## config.mk

```make
export PLATFORM = sky130hd
export DESIGN_NAME = modem_byte_buffer_flags
export DESIGN_NICKNAME = d
export VERILOG_FILES = /design/src/rtl/modem_pkg.sv /design/src/rtl/modem_byte_buffer_flags.sv
export VERILOG_INCLUDE_DIRS = /design/src /design/src/rtl
export SDC_FILE = /design/constraint.sdc
export NUM_CORES = 1
export LEC_CHECK = 0
export ABC_CLOCK_PERIOD_IN_PS = 3600
export BUFFER_PORTS_ARGS = -buffer_cell sky130_fd_sc_hd__buf_4
export CAP_MARGIN = 20
export CORE_ASPECT_RATIO = 1.25
export CORE_MARGIN = 2
export CORE_UTILIZATION = 25
export DETAILED_ROUTE_END_ITERATION = 10
export SLEW_MARGIN = 30
export SYNTH_ARGS = -nofsm -noshare
export SYNTH_HDL_FRONTEND = slang
export SYNTH_HIERARCHICAL = 1
export SYNTH_SLANG_ARGS = --single-unit
```

## constraint.sdc

```tcl
create_clock -name clk_in -period 3.6 [get_ports clk_in]
set_clock_uncertainty 0.05 [all_clocks]
set_input_delay 0.36 -clock clk_in [delete_from_list [all_inputs] [get_ports clk_in]]
set_output_delay 0.36 -clock clk_in [all_outputs]
set_load 0.02 [all_outputs]
```

## src/rtl/modem_consts.svh

```systemverilog
// Register offsets, field positions and reset values of the byte buffer
`ifndef MODEM_CONSTS_SVH
`define MODEM_CONSTS_SVH
`define ADDR_TX_BYTE 8'hE3
`define ADDR_TX_CTRL 8'hE7
`define ADDR_RX_CTRL 8'hE8
`define ADDR_RX_BYTE 8'hEA
`define ADDR_IRQ_MASK 8'hEE
`define ADDR_FLAGS 8'hEF
`define BIT_RX_PARITY 7
`define BIT_RX_OVERFLOW 4
`define BIT_RX_READY 3
`define BIT_TX_UNDERFLOW 2
`define BIT_TX_READY 1
`define BIT_ENABLE 7
`define BIT_STOP_BITS 0
`define RESET_BYTE 8'h00
`define FIFO_DEPTH_DEF 32
`endif

```

## src/rtl/modem_pkg.sv

```systemverilog
// Types shared by the modem byte buffer block
package modem_pkg;
    typedef logic [7:0] byte_t;
    typedef enum logic [1:0] {
        TX_IDLE = 2'b00,
        TX_SEND = 2'b01,
        TX_MARK = 2'b10
    } tx_state_e;
endpackage

```

## src/rtl/modem_byte_buffer_flags.sv

```systemverilog
// Modem data byte holding registers, event flags and interrupt mask
`timescale 1ns/10ps
`include "modem_consts.svh"

module byte_fifo #(
    parameter int WIDTH = 9,
    parameter int DEPTH = `FIFO_DEPTH_DEF
) (
    // Clock and reset
    input wire logic clk_in,
    input wire logic rst_in,
    // Fill side
    input wire logic [WIDTH-1:0] in_data_in,
    input wire logic in_valid_in,
    output logic in_ready_out,
    // Drain side
    output logic [WIDTH-1:0] out_data_out,
    output logic out_valid_out,
    input wire logic out_ready_in
);
    localparam int AW = $clog2(DEPTH);
    logic [WIDTH-1:0] mem_ff [DEPTH];
    logic [AW-1:0] wr_ptr_ff, rd_ptr_ff;
    logic [AW:0] count_ff;
    logic push, pop;
    if (DEPTH < 2 || (1 << AW) != DEPTH) begin : g_bad_depth
        $error("byte_fifo depth must be a power of two of at least 2");
    end
    assign in_ready_out = (count_ff != DEPTH[AW:0]);
    assign out_valid_out = (count_ff != '0);
    assign push = in_valid_in && in_ready_out;
    assign pop = out_valid_out && out_ready_in;
    assign out_data_out = mem_ff[rd_ptr_ff];
    always_ff @(posedge clk_in) begin
        if (push) begin
            mem_ff[wr_ptr_ff] <= in_data_in;
        end
    end
    always_ff @(posedge clk_in) begin
        if (rst_in) begin
            wr_ptr_ff <= '0;
            rd_ptr_ff <= '0;
            count_ff <= '0;
        end else begin
            if (push) begin
                wr_ptr_ff <= wr_ptr_ff + 1'b1;
            end
            if (pop) begin
                rd_ptr_ff <= rd_ptr_ff + 1'b1;
            end
            count_ff <= count_ff + {{AW{1'b0}}, push} - {{AW{1'b0}}, pop};
        end
    end
endmodule

// Function
// - Reading the flag register clears the pending flags.
// - Mask bits 7, 4 and 3 gate parity, overflow and byte-ready events.
// - Writing 1 to the receive enable bit starts byte reception.
// - A byte arriving before the last was read sets overflow and wins.
// - Byte-ready stays set beside overflow if flags were not read.
// - A flag read clears ready and overflow until the byte is read.
// - An empty transmit register at byte end sets underflow and marks.
// - Byte-wanted stays set beside underflow if flags were not read.
// - A flag read clears wanted and underflow until a new load.
// - A stop-bit change applies at once, to the byte now being sent.
// - Mask bits 2 and 1 gate the underflow and byte-wanted events.
// - Transmit enable 1 sends the loaded byte, 0 ends transmission.
module modem_byte_buffer_flags #(
    parameter int FIFO_DEPTH = `FIFO_DEPTH_DEF
) (
    // Clock and reset
    input wire logic clk_in,
    input wire logic rst_in,
    // Host register port
    input wire logic [7:0] host_addr_in,
    input wire logic host_wr_in,
    input wire logic host_rd_in,
    input wire modem_pkg::byte_t host_wdata_in,
    output modem_pkg::byte_t host_rdata_out,
    output logic host_rvalid_out,
    // Received characters from the deframer
    input wire modem_pkg::byte_t rx_char_in,
    input wire logic rx_parity_err_in,
    input wire logic rx_char_valid_in,
    output logic rx_char_ready_out,
    // Transmit serialiser
    output modem_pkg::byte_t tx_shift_byte_out,
    output logic tx_load_out,
    output logic tx_mark_out,
    output logic tx_enable_out,
    output logic tx_stop_bits_out,
    input wire logic tx_byte_done_in,
    // Receive enable to the demodulator
    output logic rx_enable_out,
    // Open-drain interrupt request
    output logic interrupt_request_n_out,
    output logic interrupt_request_oe_out
);
    import modem_pkg::*;

    byte_t rx_ctrl_ff, tx_ctrl_ff, mask_ff, flags_ff, nxt_flags;
    byte_t rx_byte_ff, tx_hold_ff, rdata_ff, shift_ff;
    logic rvalid_ff, rx_unread_ff, rx_arm_ff, tx_full_ff, tx_arm_ff, load_ff;
    tx_state_e tx_state_ff, nxt_tx_state;
    logic [8:0] fifo_data;
    logic fifo_valid, rx_take, tx_take, tx_under;
    logic flags_rd, rx_byte_rd, tx_wr;
    if (FIFO_DEPTH < 2) begin : g_bad_param
        $error("FIFO_DEPTH must be at least 2");
    end
    assign flags_rd = host_rd_in && host_addr_in == `ADDR_FLAGS;
    assign rx_byte_rd = host_rd_in && host_addr_in == `ADDR_RX_BYTE;
    assign tx_wr = host_wr_in && host_addr_in == `ADDR_TX_BYTE;
    // Characters wait here while reception is off; the deframer stalls
    byte_fifo #(.WIDTH(9), .DEPTH(FIFO_DEPTH)) u_rx_fifo (
        .clk_in(clk_in),
        .rst_in(rst_in),
        .in_data_in({rx_parity_err_in, rx_char_in}),
        .in_valid_in(rx_char_valid_in),
        .in_ready_out(rx_char_ready_out),
        .out_data_out(fifo_data),
        .out_valid_out(fifo_valid),
        .out_ready_in(rx_enable_out)
    );

    assign rx_enable_out = rx_ctrl_ff[`BIT_ENABLE];
    assign rx_take = fifo_valid && rx_enable_out;
    assign tx_enable_out = tx_ctrl_ff[`BIT_ENABLE];
    // Taken straight from the register, so the current byte sees it
    assign tx_stop_bits_out = tx_ctrl_ff[`BIT_STOP_BITS];
    always_ff @(posedge clk_in) begin
        if (rst_in) begin
            rx_ctrl_ff <= `RESET_BYTE;
            tx_ctrl_ff <= `RESET_BYTE;
            mask_ff <= `RESET_BYTE;
        end else if (host_wr_in) begin
            case (host_addr_in)
                `ADDR_RX_CTRL: rx_ctrl_ff <= host_wdata_in;
                `ADDR_TX_CTRL: tx_ctrl_ff <= host_wdata_in;
                `ADDR_IRQ_MASK: mask_ff <= host_wdata_in;
                default: ;
            endcase
        end
    end
    always_ff @(posedge clk_in) begin
        if (rst_in) begin
            rdata_ff <= `RESET_BYTE;
            rvalid_ff <= 1'b0;
        end else begin
            rvalid_ff <= host_rd_in;
            if (host_rd_in) begin
                case (host_addr_in)
                    `ADDR_RX_CTRL: rdata_ff <= rx_ctrl_ff;
                    `ADDR_TX_CTRL: rdata_ff <= tx_ctrl_ff;
                    `ADDR_RX_BYTE: rdata_ff <= rx_byte_ff;
                    `ADDR_IRQ_MASK: rdata_ff <= mask_ff;
                    `ADDR_FLAGS: rdata_ff <= flags_ff;
                    default: rdata_ff <= `RESET_BYTE;
                endcase
            end
        end
    end
    assign host_rdata_out = rdata_ff;
    assign host_rvalid_out = rvalid_ff;

    // Receive holding register: newest byte always wins
    always_ff @(posedge clk_in) begin
        if (rst_in) begin
            rx_byte_ff <= `RESET_BYTE;
            rx_unread_ff <= 1'b0;
        end else begin
            if (rx_take) begin
                rx_byte_ff <= fifo_data[7:0];
            end
            rx_unread_ff <= rx_take || (rx_unread_ff && !rx_byte_rd);
        end
    end
    // Rx ready and overflow rest after a flag read until the byte is read again
    always_ff @(posedge clk_in) begin
        if (rst_in) begin
            rx_arm_ff <= 1'b1;
        end else if (rx_byte_rd) begin
            rx_arm_ff <= 1'b1;
        end else if (flags_rd && (flags_ff[`BIT_RX_READY] ||
                                  flags_ff[`BIT_RX_OVERFLOW])) begin
            rx_arm_ff <= 1'b0;
        end
    end
    always_ff @(posedge clk_in) begin
        if (rst_in) begin
            tx_arm_ff <= 1'b1;
        end else if (tx_wr) begin
            tx_arm_ff <= 1'b1;
        end else if (flags_rd && (flags_ff[`BIT_TX_READY] ||
                                  flags_ff[`BIT_TX_UNDERFLOW])) begin
            tx_arm_ff <= 1'b0;
        end
    end
    // Transmit sequencer
    always_comb begin
        nxt_tx_state = tx_state_ff;
        tx_take = 1'b0;
        tx_under = 1'b0;
        case (tx_state_ff)
            TX_IDLE: begin
                if (tx_enable_out && tx_full_ff) begin
                    nxt_tx_state = TX_SEND;
                    tx_take = 1'b1;
                end
            end
            TX_SEND: begin
                if (tx_byte_done_in) begin
                    if (tx_full_ff) begin
                        tx_take = 1'b1;
                    end else begin
                        nxt_tx_state = TX_MARK;
                        tx_under = 1'b1;
                    end
                end
            end
            TX_MARK: begin
                if (tx_full_ff) begin
                    nxt_tx_state = TX_SEND;
                    tx_take = 1'b1;
                end
            end
            default: nxt_tx_state = TX_IDLE;
        endcase
        if (!tx_enable_out) begin
            nxt_tx_state = TX_IDLE;
            tx_take = 1'b0;
            tx_under = 1'b0;
        end
    end

    always_ff @(posedge clk_in) begin
        if (rst_in) begin
            tx_state_ff <= TX_IDLE;
            load_ff <= 1'b0;
            shift_ff <= `RESET_BYTE;
        end else begin
            tx_state_ff <= nxt_tx_state;
            load_ff <= tx_take;
            if (tx_take) begin
                shift_ff <= tx_hold_ff;
            end
        end
    end
    // A host write in the cycle of a take refills the register
    always_ff @(posedge clk_in) begin
        if (rst_in) begin
            tx_hold_ff <= `RESET_BYTE;
            tx_full_ff <= 1'b0;
        end else begin
            if (tx_wr) begin
                tx_hold_ff <= host_wdata_in;
            end
            tx_full_ff <= tx_wr || (tx_full_ff && !tx_take);
        end
    end
    assign tx_shift_byte_out = shift_ff;
    assign tx_load_out = load_ff;
    assign tx_mark_out = (tx_state_ff == TX_MARK);
    // Event flags: a new event in the cycle of a flag read survives it
    always_comb begin
        nxt_flags = flags_rd ? `RESET_BYTE : flags_ff;
        if (rx_take && rx_arm_ff) begin
            nxt_flags[`BIT_RX_READY] = 1'b1;
            if (rx_unread_ff) begin
                nxt_flags[`BIT_RX_OVERFLOW] = 1'b1;
            end
        end
        if (rx_take && fifo_data[8]) begin
            nxt_flags[`BIT_RX_PARITY] = 1'b1;
        end
        if (tx_take && tx_arm_ff) begin
            nxt_flags[`BIT_TX_READY] = 1'b1;
        end
        if (tx_under && tx_arm_ff) begin
            nxt_flags[`BIT_TX_UNDERFLOW] = 1'b1;
        end
    end
    always_ff @(posedge clk_in) begin
        if (rst_in) begin
            flags_ff <= `RESET_BYTE;
        end else begin
            flags_ff <= nxt_flags;
        end
    end

    // Pin only ever pulls low; the wire idles high through the pull-up
    assign interrupt_request_n_out = 1'b0;
    assign interrupt_request_oe_out = |(flags_ff & mask_ff);
endmodule

```

* Word level (Yosys, flattened, before mapping)
Memories as Yosys holds them, arrays and structs flattened. A register that Yosys moved wholly into a read port is not among the register bits. Index checks and enable logic that the tools add are counted.
Storage, ports and cells: register bits after elaboration 85, memory bits (writable) 288, bits of input ports 31, output and inout port bits 25, word-level logic and storage cells 101, memories kept 1
Cells by class: $add $sub $neg 4, equal/unequal tests 13, muxes and demuxes 25, bitwise operators 2, reduce and logical (&&, ||, !) cells 34
Memories:
- u_rx_fifo.mem_ff | depth 32, bits a word 9, rd ports 1, clocked after memory_dff 1, wr ports 1, RTL line modem_byte_buffer_flags.sv:22 | logic [WIDTH-1:0] mem_ff [DEPTH];
Operators by type and width (count):
- 8-bit == test, second input constant | 6
- 8-bit one-hot mux with 5 select lines | 1
- 1-bit logical AND | 14
- 1-bit two-way mux | 14
- 5-bit by 1-bit adder with 5-bit output, second input constant | 2
- 2-bit two-way mux | 5
- 5-bit two-way mux | 2
- 8-bit bitwise AND | 1
- 8-bit two-way mux | 1
- 2-bit nonzero test | 4
- 8-bit OR reduction | 1
- 6-bit by 1-bit adder with 6-bit output | 1
- 2-bit != test, second input constant | 3
- 6-bit != test, second input constant | 1
- 2-bit one-hot mux with 3 select lines | 1
- 2-bit AND reduction | 3
- 6-bit nonzero test | 1
- 2-bit OR reduction | 3
- 6-bit by 1-bit subtractor with 6-bit output | 1
- 1-bit logical OR | 4
- 4-bit AND reduction | 1
- 1-bit one-hot mux with 3 select lines | 1
- 2-bit by 1-bit == test with 1-bit output, second input constant | 1
- 2-bit == test, second input constant | 1
- 4 further kinds | 5

* Logic depth before layout (Yosys ltp)
Gate-level depths: netlist of run 1.
word-level depth 7, mapped depth 15, gate-level depth less buffers 14

* Modules after synthesis
Netlist of run 1, hierarchy kept.
Modules (own cells, without submodules):
- byte_fifo | instances 1, cells each 673, area an instance 12180.4 sq um, seq. area each 9068.7 sq um
- modem_byte_buffer_flags | instances 1, cells each 304, area an instance 2866.5 sq um, seq. area each 1381.3 sq um

* Worst setup path before layout of run 1
No wires, ideal clock.
path kind flip-flop to flip-flop, start point reg u_rx_fifo.count_ff[2], end point reg u_rx_fifo.count_ff[4], data arrival time 2.659 ns, setup slack 0.760 ns, stages on the path, launching flop included 16, buffers on the path 1, period minus slack after synthesis 2.840 ns, cells stage by stage dfxtp_1 -> inv_1 -> ha_1 -> nand4bb_1 -> and2_1 -> clkbuf_1 -> inv_1 -> ha_1 -> inv_1 -> ha_1 -> inv_1 -> fa_1 -> nand2b_1 -> a21oi_1 -> o21a_1 -> nor3_1
On the way: word-level cells in the longest chain between the ends 4, elaborated cells on any way between the ends 6, classes of those cells 2 x add/sub; 1 x eq/ne; 3 x reduce/logical
Ends and longest elaborated chain:
- start, declared | RTL line modem_byte_buffer_flags.sv:24 | logic [AW:0] count_ff;
- start signal, assigned | RTL line modem_byte_buffer_flags.sv:51 | count_ff <= count_ff + {{AW{1'b0}}, push} - {{AW{1'b0}}, pop};
- 6-bit != test | RTL line modem_byte_buffer_flags.sv:29 | assign in_ready_out = (count_ff != DEPTH[AW:0]);
- net rx_char_ready_out | RTL line modem_byte_buffer_flags.sv:86 | output logic rx_char_ready_out,
- 1-bit logical AND | RTL line modem_byte_buffer_flags.sv:31 | assign push = in_valid_in && in_ready_out;
- 6-bit by 1-bit adder with 6-bit output | RTL line modem_byte_buffer_flags.sv:51
- 6-bit by 1-bit subtractor with 6-bit output | RTL line modem_byte_buffer_flags.sv:51
The timed path passes the listed nets, and every way through them passes these cells. A chain may end at the register's enable or synchronous reset.

* Worst setup path in the final report of run 1
start point reg u_rx_fifo.count_ff[2], end point reg u_rx_fifo.count_ff[4]
On the way: word-level cells in the longest chain between the ends 4, elaborated cells on any way between the ends 6, classes of those cells 2 x add/sub; 1 x eq/ne; 3 x reduce/logical
Ends and longest elaborated chain (RTL line):
- 6-bit != test | modem_byte_buffer_flags.sv:29
- 1-bit logical AND | modem_byte_buffer_flags.sv:31
- 6-bit by 1-bit adder with 6-bit output | modem_byte_buffer_flags.sv:51
- 6-bit by 1-bit subtractor with 6-bit output (*) | modem_byte_buffer_flags.sv:51
Every way passes the cells marked *; elsewhere a longest branch is shown, timed or not.

==> results of run 1 <==
[cells in the final DEF, fill, tap and decap left out, types with 7 or more instances in the layout]
cell type  count
a21oi_1       20
a221oi_1       9
a22o_1        12
a22oi_1       46
buf_4         84
clkbuf_16     37
dfxtp_1       88
edfxtp_1     288
ha_1          14
inv_1         17
mux2i_1      122
mux4_2        36
nand2_1       36
nand3_1       36
nor2_1       102
nor2b_1        9
nor3_1         7
xor2_1         7
[Yosys cell counts, drive strengths merged (2+ instances only)]
library cell / count / share of area, %
a211oi: 2 / 0.10
a21oi: 20 / 0.67
a221oi: 9 / 0.52
a22o: 12 / 0.70
a22oi: 46 / 2.3
a31oi: 2 / 0.083
and2: 6 / 0.25
and3: 2 / 0.083
buf: 31 / 1.2
clkbuf: 22 / 0.56
dfxtp: 90 / 12
edfxtp: 288 / 57
ha: 14 / 1.2
inv: 17 / 0.42
mux2i: 122 / 8.1
mux4: 36 / 5.4
nand2: 36 / 0.90
nand2b: 5 / 0.21
nand3: 36 / 1.2
nand3b: 3 / 0.15
nand4: 4 / 0.25
nand4bb: 2 / 0.15
nor2: 103 / 2.6
nor2b: 9 / 0.37
nor3: 7 / 0.23
nor4: 3 / 0.12
o21a: 3 / 0.15
o21ai: 6 / 0.20
o2bb2ai: 6 / 0.35
o31ai: 5 / 0.25
or3: 3 / 0.12
or3b: 2 / 0.12
or4: 2 / 0.12
xnor2: 2 / 0.12
xor2: 7 / 0.41
[area by class of cell]
class                           instances  area share, %
Multi-Input combinational cell        529           24.3
Clock buffer                           45           5.56
Inverter                               17          0.363
Tap cell                              765           5.45
Clock inverter                         18          0.983
Sequential cell                       378           59.5
Timing Repair Buffer                   86           3.82
[report_power, final]
part	leakage (uW)	switching (uW)	internal (uW)
logic	0.00188	369	200
registers	0.00332	32.6	4770
clock network	0.000561	1560	2150
total	0.00576	1960	7110
[stage by stage]
step	instances	total power, uW	instance area (sq um)	utilization [%]	worst slack, ps
finish	1838	9070	17600	29.5	769
global route	1838	9400	17600	29.5	525
CTS	1838	9180	17600	29.5	750
detailed placement	1775	5470	16400	27.6	764
global placement	1775	5450	16400	27.6	794
floorplan	977	5240	15000	-	760
[per-layer routing]
metal / GRT usage [%] / part of all wire [%] / vias up
met5: 0 / 0 / -
met4: 4.10 / 3.2 / 0
met3: 1.48 / 3.8 / 63
met2: 20.1 / 54 / 178
met1: 12.2 / 39 / 4265
li1: - / - / 3890
[registers in the layout, indices dropped and copies added (netlist names), 2 cells and up, named ones only]
| name | count |
|---|---|
| tx_shift_byte_out | 8 |
| host_rdata_out | 8 |
| mask_ff | 8 |
| tx_state_ff | 2 |
| u_rx_fifo/rd_ptr_ff | 5 |
| rx_ctrl_ff | 8 |
| u_rx_fifo/wr_ptr_ff | 5 |
| u_rx_fifo/count_ff | 6 |
| u_rx_fifo/mem_ff | 288 |
| flags_ff | 5 |
| tx_hold_ff | 8 |
| tx_ctrl_ff | 8 |
| rx_byte_ff | 8 |
[final timing paths]
check | from | to | slack (ps)
worst max register to register | u_rx_fifo/count_ff[2] | u_rx_fifo/count_ff[4] | 770
worst min register to register | rx_byte_ff[6] | rx_byte_ff[6] | 410
worst max-delay path | u_rx_fifo/count_ff[2] | u_rx_fifo/count_ff[4] | 770
worst min-delay path | host_wdata_in[3] | tx_ctrl_ff[3] | 70
[worst max-delay path, stage by stage (launching register included)]
cell       delay [ps]
dfxtp_1           330
inv_1              60
ha_1              210
nand4bb_1         170
and2_1            270
inv_1              90
ha_1              290
inv_1              50
ha_1              150
inv_1              60
fa_1              430
nand2b_1          160
a21oi_1           190
o21a_1            130
nor3_1             40
[cells by family (layout without fill, tap and decap cells)]
logic type | Yosys count | in the layout | share of synthesized area (%)
AOI/OAI and AO/OA | 117 | 117 | 5.68
and+or+nand+nor | 229 | 229 | 7.34
other | 1 | 1 | 0.0249
xor gates and xnor gates | 9 | 9 | 0.524
DFF | 378 | 378 | 69.4
muxes | 158 | 158 | 13.5
buffers and inverters | 70 | 166 | 2.18
adders and majority gates | 15 | 15 | 1.30
==> out/qor.yml, run 1 <==
power_and_ir_drop:
  p_per_area_nw_per_um2: 516
  ir_drop_mv: 0.277
  p_leak_uw: 0.00576
synthesis:
  syn_nets: 1023
  ys_seq_area_share_pct: 69.4
  synth_edf_count: 288
  syn_inst: 977
  async_flop_share_pct: 0
  yosys_register_bits: 378
  netlist_area_sq_um: 15000
  synth_ff_type: "edfxtp_1"
  yosysWarnings: 6
  syn_avg_cell_area_sq_um: 15.4
  ys_types: 56
floorplanning:
  dieArea_sq_um: 62200
  io_pins: 56
  core_region_area_sq_um: 59600
  die_y_um: 278
  start_util_pct: 25.3
  die_width_um: 223
  num_rows: 100
layout:
  n_antenna_cell: 0
  area_delta_synth_final_pct: 16.8
  layout-drive-gt1-share_pct: 17.6
  multi_input_area_sq_um: 4280
  fin_nets: 1093
  ff_latch_area_sq_um: 10500
  n_fill_cell: 5897
sta:
  period_minus_slack_ps: 2830
  relSlewSlack_pct: 39.5
  whs_ps: 72.2
  finalSetupViolCount: 0
  final_max_slew_viol_count: 0
  tightest_slew_ps: 904
  hold_violations: 0
  clock.fmax_mhz: 353
  post-route-period-util_pct: 78.6
  tns_ps: 0
  rsz0062_at_grt: "false"
global_routing:
  grt_pass1_wl_mm: 51.0
  grt_max_degree: 73
  grtUsageTotal_pct: 10.7
  antenna_found_initial: 0
  gr-total-overflow: 0
  grt_pass1_vias: 8447
status:
  status: "completed"
placement:
  dp_hpwl_mm: 21.9
  finalWeightedCongestion: 0.757
  port_buffers: 54
drt:
  antenna_left: 0
  drt_iter0_drc: 614
  routed_wl_mm: 33.6
  detail_route.wl_per_cell_um: 18.3
  first_pass_iters: 5
  drc_errors: 0
  vias_per_cell: 4.57
  vias: 8396
run:
  cap_violations: 0
clocking:
  cts_buffer_depth: 3
  cts_hold_buf: 0
  cts_tree: "built"
  clkSlewWorstSetupHoldPaths_ps: 60
  post-cts-setup-buffer-count: 0
  cts-root-buf: "clkbuf_16"
  insertion_delay_ps: 510
  cts_resized: 0
  cts_sinks: 378
  cts_buffers: 35
  cts_max_level: 2
setup_path:
  required_ps: 3920
  start_kind: "register"
  rr_worst_depth: 14
  cp_max_fo: 6
  crit_type: "register to register"
  cp_data_arrival_time_ps: 3150
  endpoint_kind: "register"
worst_hold_path:
  min_path_type: "input port to register"
  whs_path_depth: 3
Power figures use the tool's default switching activity.
==> inputs of run 2 (changes only) <==
--- a/config.mk
+++ b/config.mk
@@ -6,7 +6,7 @@
 export SDC_FILE = /design/constraint.sdc
 export NUM_CORES = 1
 export LEC_CHECK = 0
-export ABC_CLOCK_PERIOD_IN_PS = 3600
+export ABC_CLOCK_PERIOD_IN_PS = 2500
 export BUFFER_PORTS_ARGS = -buffer_cell sky130_fd_sc_hd__buf_4
 export CAP_MARGIN = 20
 export CORE_ASPECT_RATIO = 1.25
==> constraint.sdc (replaced) <==
create_clock -name clk_in -period 2.5 [get_ports clk_in]
set_clock_uncertainty 0.05 [all_clocks]
set_input_delay 0.25 -clock clk_in [delete_from_list [all_inputs] [get_ports clk_in]]
set_output_delay 0.25 -clock clk_in [all_outputs]
set_load 0.02 [all_outputs]
==> out/qor.yml, run 2 (synthesized netlist as in run 1, its figures left out) <==
status:
  status: "completed"  # unchanged
sta:
  hold_violations: 0  # unchanged
  finalSetupViolCount: 0  # unchanged
  tightest_slew_ps: 518  # was 904 ps
  final_max_slew_viol_count: 0  # unchanged
  relSlewSlack_pct: 65.3  # was 39.5%
  post-route-period-util_pct: 96.9  # was 78.6%
  period_minus_slack_ps: 2420  # was 2830 ps
  clock.fmax_mhz: 413  # was 353 MHz
layout:
  fin_nets: 1143  # was 1093
  largest-register: "u_rx_fifo/mem_ff"  # unchanged
  final_cell_mix: "288 x edfxtp_1, 122 x mux2i_1, 121 x buf_4, 102 x nor2_1, 84 x dfxtp_1"  # was 288 x edfxtp_1, 122 x mux2i_1, 102 x nor2_1, 88 x dfxtp_1, 84 x buf_4
  largest_register_ffs: 288  # unchanged
  layout-drive-gt1-share_pct: 21.9  # was 17.6%
  stdcell_area_sq_um: 18000  # was 17600 sq um
  n_antenna_cell: 0  # unchanged
  mostFrequentLayoutCell: "edfxtp_1"  # unchanged
  area_delta_synth_final_pct: 19.8  # was 16.8%
  n_fill_cell: 5897  # unchanged
drt:
  first_pass_iters: 4  # was 5
  detail_route.wl_per_cell_um: 18.5  # was 18.3 um
  drt_iter0_drc: 473  # was 614
  antenna_left: 0  # unchanged
  vias: 8517  # was 8396
  drc_errors: 0  # unchanged
  vias_per_cell: 4.51  # was 4.57
  routed_wl_mm: 34.9  # was 33.6 mm
floorplanning:
  start_util_pct: 25.3  # unchanged
  io_pins: 56  # unchanged
  core_region_area_sq_um: 59600  # unchanged
  dieArea_sq_um: 62200  # unchanged
  num_rows: 100  # unchanged
  die_width_um: 223  # unchanged
  die_y_um: 278  # unchanged
clocking:
  cts_buffer_depth: 3  # unchanged
  cts_max_level: 2  # unchanged
  cts_tree: "built"  # unchanged
  cts_buffers: 36  # was 35
  cts-root-buf: "clkbuf_16"  # unchanged
  insertion_delay_ps: 540  # was 510 ps
  cts_sinks: 378  # unchanged
  clkSlewWorstSetupHoldPaths_ps: 60  # about the same
setup_path:
  path_delay_family: "compound AO/OA/AOI/OAI gates"  # was adder cells
  rr_worst_depth: 7  # was 14
  critPathSlowestCell: "mux4_2"  # was fa_1
  crit_type: "register to register"  # unchanged
  cp_num_cells: 7  # was 14
  endpoint_kind: "register"  # unchanged
  cp_max_fo: 8  # was 6
  slowest_delay_ps: 510  # was 430 ps
  cp_data_arrival_time_ps: 2790  # was 3150 ps
  required_ps: 2870  # was 3920 ps
  path_buf_inv: 1  # was 4
  path_cells: "buf_4, mux4_2, a22o_1, a221oi_1, nand3_1, nand2_1, a21oi_1"  # was inv_1, ha_1, nand4bb_1, and2_1, inv_1, ha_1, inv_1, ha_1, inv_1, fa_1, nand2b_1, a21oi_1, o21a_1, nor3_1
  start_kind: "register"  # unchanged
power_and_ir_drop:
  total_power_uw: 13000  # was 9070 uW
  ir_drop_mv: 0.380  # was 0.277 mV
  p_per_area_nw_per_um2: 720  # was 516 nW/um^2
  p_leak_uw: 0.00600  # was 0.00576 uW
placement:
  port_buffers: 54  # unchanged
  dp_hpwl_mm: 23.0  # was 21.9 mm
  finalWeightedCongestion: 0.776  # was 0.757
  place_area_sq_um: 16800  # was 16400 sq um
global_routing:
  grt_max_degree: 44  # was 73
  grtUsageTotal_pct: 11.2  # was 10.7%
  grt_pass1_vias: 8937  # was 8447
  grt_pass1_wl_mm: 53.3  # was 51.0 mm
  gr-total-overflow: 0  # unchanged
  antenna_found_initial: 0  # unchanged
worst_hold_path:
  whs_path_depth: 3  # unchanged
  min_path_type: "input port to register"  # unchanged
run:
  cap_violations: 0  # unchanged
-- run 2: changes by cell type in the layout (fill, tap and decap cells not counted), sizes merged --
cell,change
buf,+40
bufinv,-3
clkbuf,+4
clkinv,+2
clkinvlp,-1
dlygate4sd3,+9
inv,-1
-- run 2: what timing repair did --
| action | in CTS | in global routing |
|---|---|---|
| hold buffers | 9 | 0 |
| setup endpoints to repair | 0 | 3 |
| gates resized for setup | 0 | 18 |
| buffers inserted | 0 | 0 |
| hold endpoints to repair | 33 | 0 |
-- run 2: worst paths after layout --
| kind | startpoint | slack [ps] | end |
|---|---|---|---|
| worst max-delay path | register | 80 | rx_byte_ff[5] |
| worst min register to register | tx_arm_ff | 430 | tx_arm_ff |
| worst min-delay path | tx_byte_done_in | 30 | tx_state_ff[1] |
| worst max register to register | register | 80 | rx_byte_ff[5] |
-- run 2: final cells by class --
| class | count | area (sq um) | share of cell area, % |
|---|---|---|---|
| sequential | 378 | 10500 | 58.0 |
| multi-input combinational | 529 | 4370 | 24.2 |
| timing repair buffer | 135 | 1100 | 6.09 |
| clock buffer | 49 | 992 | 5.50 |
| tap | 765 | 957 | 5.31 |
| clock inverter | 15 | 86.3 | 0.479 |
| inverter | 17 | 66.3 | 0.368 |
-- run 2: worst register-to-register path: stages (launching register included) --
cell	delay, ps
dfxtp_2	500
buf_4	280
mux4_2	520
a22o_1	290
a221oi_1	380
nand3_1	150
nand2_1	80
a21oi_1	60
-- run 2: metal layers --
metal / vias up / wire length, um / GRT usage (%) / part of all wire, %
li1: 3990 / - / - / -
met1: 4340 / 14000 / 12.9 / 40
met2: 141 / 18900 / 21.0 / 54
met3: 46 / 1170 / 1.69 / 3.3
met4: 0 / 768 / 3.68 / 2.2
met5: - / 0 / 0 / 0
-- run 2: metrics by stage --
stage | setup WS, ps | hold slack, ps | utilization, % | TNS [ps] | std cells
finish | 78.6 | 26.5 | 30.3 | 0 | 1888
CTS | 103 | 6.36 | 30.2 | 0 | 1888
global placement | 129 | 395 | 28.2 | 0 | 1815
detailed placement | 113 | 402 | 28.2 | 0 | 1815
global route | -74.0 | 47.7 | 30.3 | -84.6 | 1888
floorplan | 11.1 | 291 | - | 0 | 977
-- run 2: report_power, final --
part	internal, uW	switching (uW)
sequential	6870	56.3
combinational	421	591
clock	2800	2250
total	10100	2890
==> inputs of run 3 (changes only) <==
--- a/config.mk
+++ b/config.mk
@@ -9,7 +9,7 @@
 export ABC_CLOCK_PERIOD_IN_PS = 2500
 export BUFFER_PORTS_ARGS = -buffer_cell sky130_fd_sc_hd__buf_4
 export CAP_MARGIN = 20
-export CORE_ASPECT_RATIO = 1.25
+export CORE_ASPECT_RATIO = 0.5
 export CORE_MARGIN = 2
 export CORE_UTILIZATION = 25
 export DETAILED_ROUTE_END_ITERATION = 10
==> out/qor.yml, run 3 (synthesized netlist as in run 1, its figures left out) <==
clocking:
  cts_sinks: 378  # unchanged
  clkSlewWorstSetupHoldPaths_ps: 60  # about the same
  cts_tree: "built"  # unchanged
  cts_buffer_depth: 3  # unchanged
  insertion_delay_ps: 530  # was 540 ps
  cts-root-buf: "clkbuf_16"  # unchanged
  cts_max_level: 2  # unchanged
  post-cts-setup-buffer-count: 0  # unchanged
  cts_buffers: 39  # was 36
setup_path:
  cp_max_fo: 2  # was 8
  path_buf_inv: 4  # was 1
  required_ps: 2850  # was 2870 ps
  endpoint_kind: "register"  # unchanged
  r2r-start: "u_rx_fifo/count_ff[3]"
  rr_worst_depth: 14  # was 7
  worst-r2r-setup-slack_ps: 120  # was 80 ps
  crit_type: "register to register"  # unchanged
  cp_data_arrival_time_ps: 2730  # was 2790 ps
  path_cells: "inv_2, ha_4, nand4bb_4, and2_4, inv_2, ha_1, inv_1, ha_2, inv_1, fa_2, nand2b_4, a21oi_2, o21a_1, nor3_1"  # was buf_4, mux4_2, a22o_1, a221oi_1, nand3_1, nand2_1, a21oi_1
  worst_r2r_endpoint: "u_rx_fifo/count_ff[4]"  # was rx_byte_ff[5]
  start_kind: "register"  # unchanged
  cp-startpoint: "u_rx_fifo/count_ff[3]"
  slowest_delay_ps: 350  # was 510 ps
  path_delay_family: "adder cells"  # was compound AO/OA/AOI/OAI gates
  critPathSlowestCell: "dfxtp_1"  # was mux4_2
sta:
  clock.fmax_mhz: 420  # was 413 MHz
  finalSetupViolCount: 0  # unchanged
  hold_violations: 0  # unchanged
  final_max_slew_viol_count: 0  # unchanged
  relSlewSlack_pct: 61.3  # was 65.3%
  tns_ps: 0  # unchanged
  post-route-period-util_pct: 95.2  # was 96.9%
  period_minus_slack_ps: 2380  # was 2420 ps
  tightest_slew_ps: 581  # was 518 ps
power_and_ir_drop:
  total_power_uw: 13500  # was 13000 uW
  ir_drop_mv: 0.374  # was 0.380 mV
  p_per_area_nw_per_um2: 746  # was 720 nW/um^2
  p_leak_uw: 0.00605  # was 0.00600 uW
floorplanning:
  num_rows: 63  # was 100
  start_util_pct: 25.4  # was 25.3%
  die_y_um: 177  # was 278 um
  core_region_area_sq_um: 59400  # was 59600 sq um
  dieArea_sq_um: 62300  # was 62200 sq um
  die_width_um: 351  # was 223 um
  io_pins: 56  # unchanged
status:
  status: "completed"  # unchanged
layout:
  fin_nets: 1142  # was 1143
  area_delta_synth_final_pct: 20.7  # was 19.8%
  n_antenna_cell: 0  # unchanged
  mostFrequentLayoutCell: "edfxtp_1"  # unchanged
  stdcell_area_sq_um: 18200  # was 18000 sq um
  post-route-util_pct: 30.6  # was 30.3%
  final_cell_mix: "288 x edfxtp_1, 122 x mux2i_1, 120 x buf_4, 102 x nor2_1, 88 x dfxtp_1"  # was 288 x edfxtp_1, 122 x mux2i_1, 121 x buf_4, 102 x nor2_1, 84 x dfxtp_1
  largest_register_ffs: 288  # unchanged
  layout-drive-gt1-share_pct: 21.7  # was 21.9%
  largest-register: "u_rx_fifo/mem_ff"  # unchanged
worst_hold_path:
  min-delay-start: "tx_byte_done_in"  # unchanged
  whs_path_depth: 3  # unchanged
  min_path_type: "input port to register"  # unchanged
  whs_endpoint: "tx_state_ff[1]"  # unchanged
global_routing:
  gr-total-overflow: 0  # unchanged
  antenna_found_initial: 0  # unchanged
  grt_pass1_vias: 8435  # was 8937
  grtUsageTotal_pct: 10.6  # was 11.2%
  grt_max_degree: 73  # was 44
  grt_pass1_wl_mm: 50.5  # was 53.3 mm
drt:
  wl_met1_mm: 15.4  # was 14.0 mm
  first_pass_iters: 7  # was 4
  vias_per_cell: 4.41  # was 4.51
  antenna_left: 0  # unchanged
  topRoutingLayerUsed: "met4"  # unchanged
  routed_wl_mm: 33.2  # was 34.9 mm
  wl_met2_mm: 15.8  # was 18.9 mm
  drc_errors: 0  # unchanged
  drt_iter0_drc: 708  # was 473
  dr_wl_met3_mm: 1.49  # was 1.17 mm
  vias: 8529  # was 8517
  detail_route.wl_per_cell_um: 17.2  # was 18.5 um
run:
  cap_violations: 0  # unchanged
placement:
  dp_hpwl_mm: 20.8  # was 23.0 mm
  port_buffers: 54  # unchanged
  place_area_sq_um: 16800  # about the same
  finalWeightedCongestion: 0.757  # was 0.776
[run 3: area by class of cell]
class / count / area (sq um)
fillers: 5866 / 41200
flip-flops and latches: 378 / 10500
multi-input cells: 529 / 4340
clock buffers: 52 / 1080
repair buffers: 131 / 1040
well taps: 812 / 1020
clock inverters: 17 / 168
inverters: 17 / 63.8
[run 3: report_power, final]
| part | internal (uW) | switching [uW] | total (uW) | leakage [uW] |
|---|---|---|---|---|
| sequential | 6870 | 50.0 | 6920 | 0.00332 |
| clock | 3360 | 2320 | 5680 | 0.000613 |
| combinational | 381 | 568 | 949 | 0.00211 |
[run 3: worst max path at each step]
stage | endpoint | cells past startpoint
floorplan | u_rx_fifo/count_ff[4] | 15
global placement | u_rx_fifo/count_ff[4] | 14
detailed placement | u_rx_fifo/count_ff[4] | 14
CTS | u_rx_fifo/count_ff[4] | 14
global route | u_rx_fifo/count_ff[4] | 14
finish | u_rx_fifo/count_ff[4] | 14
[run 3: per-stage QoR]
step	setup WS (ps)	hold WS (ps)	std cells
after floorplan	11.1	291	977
after detailed placement	56.1	410	1859
after global routing	-11.4	24.9	1936
after global placement	140	402	1859
final	120	31.7	1936
after CTS	57.0	12.2	1936
[run 3: what timing repair did]
action | CTS | global route
gates resized for setup | 0 | 6
hold buffers | 8 | 0
hold endpoints to repair | 32 | 0
endpoints found under the setup margin | 0 | 2
[run 3: per-layer routing]
layer / track usage (%) / vias up
li1: - / 3991
met1: 14.5 / 4335
met2: 17.4 / 164
met3: 1.78 / 39
met4: 2.93 / 0
met5: 0 / -
[run 3: worst reg2reg max path: stages (launching register included)]
cell	delay (ps)
dfxtp_1	350
inv_2	70
ha_4	170
nand4bb_4	80
and2_4	150
inv_2	30
ha_1	270
inv_1	60
ha_2	170
inv_1	50
fa_2	350
nand2b_4	150
a21oi_2	150
o21a_1	120
nor3_1	40
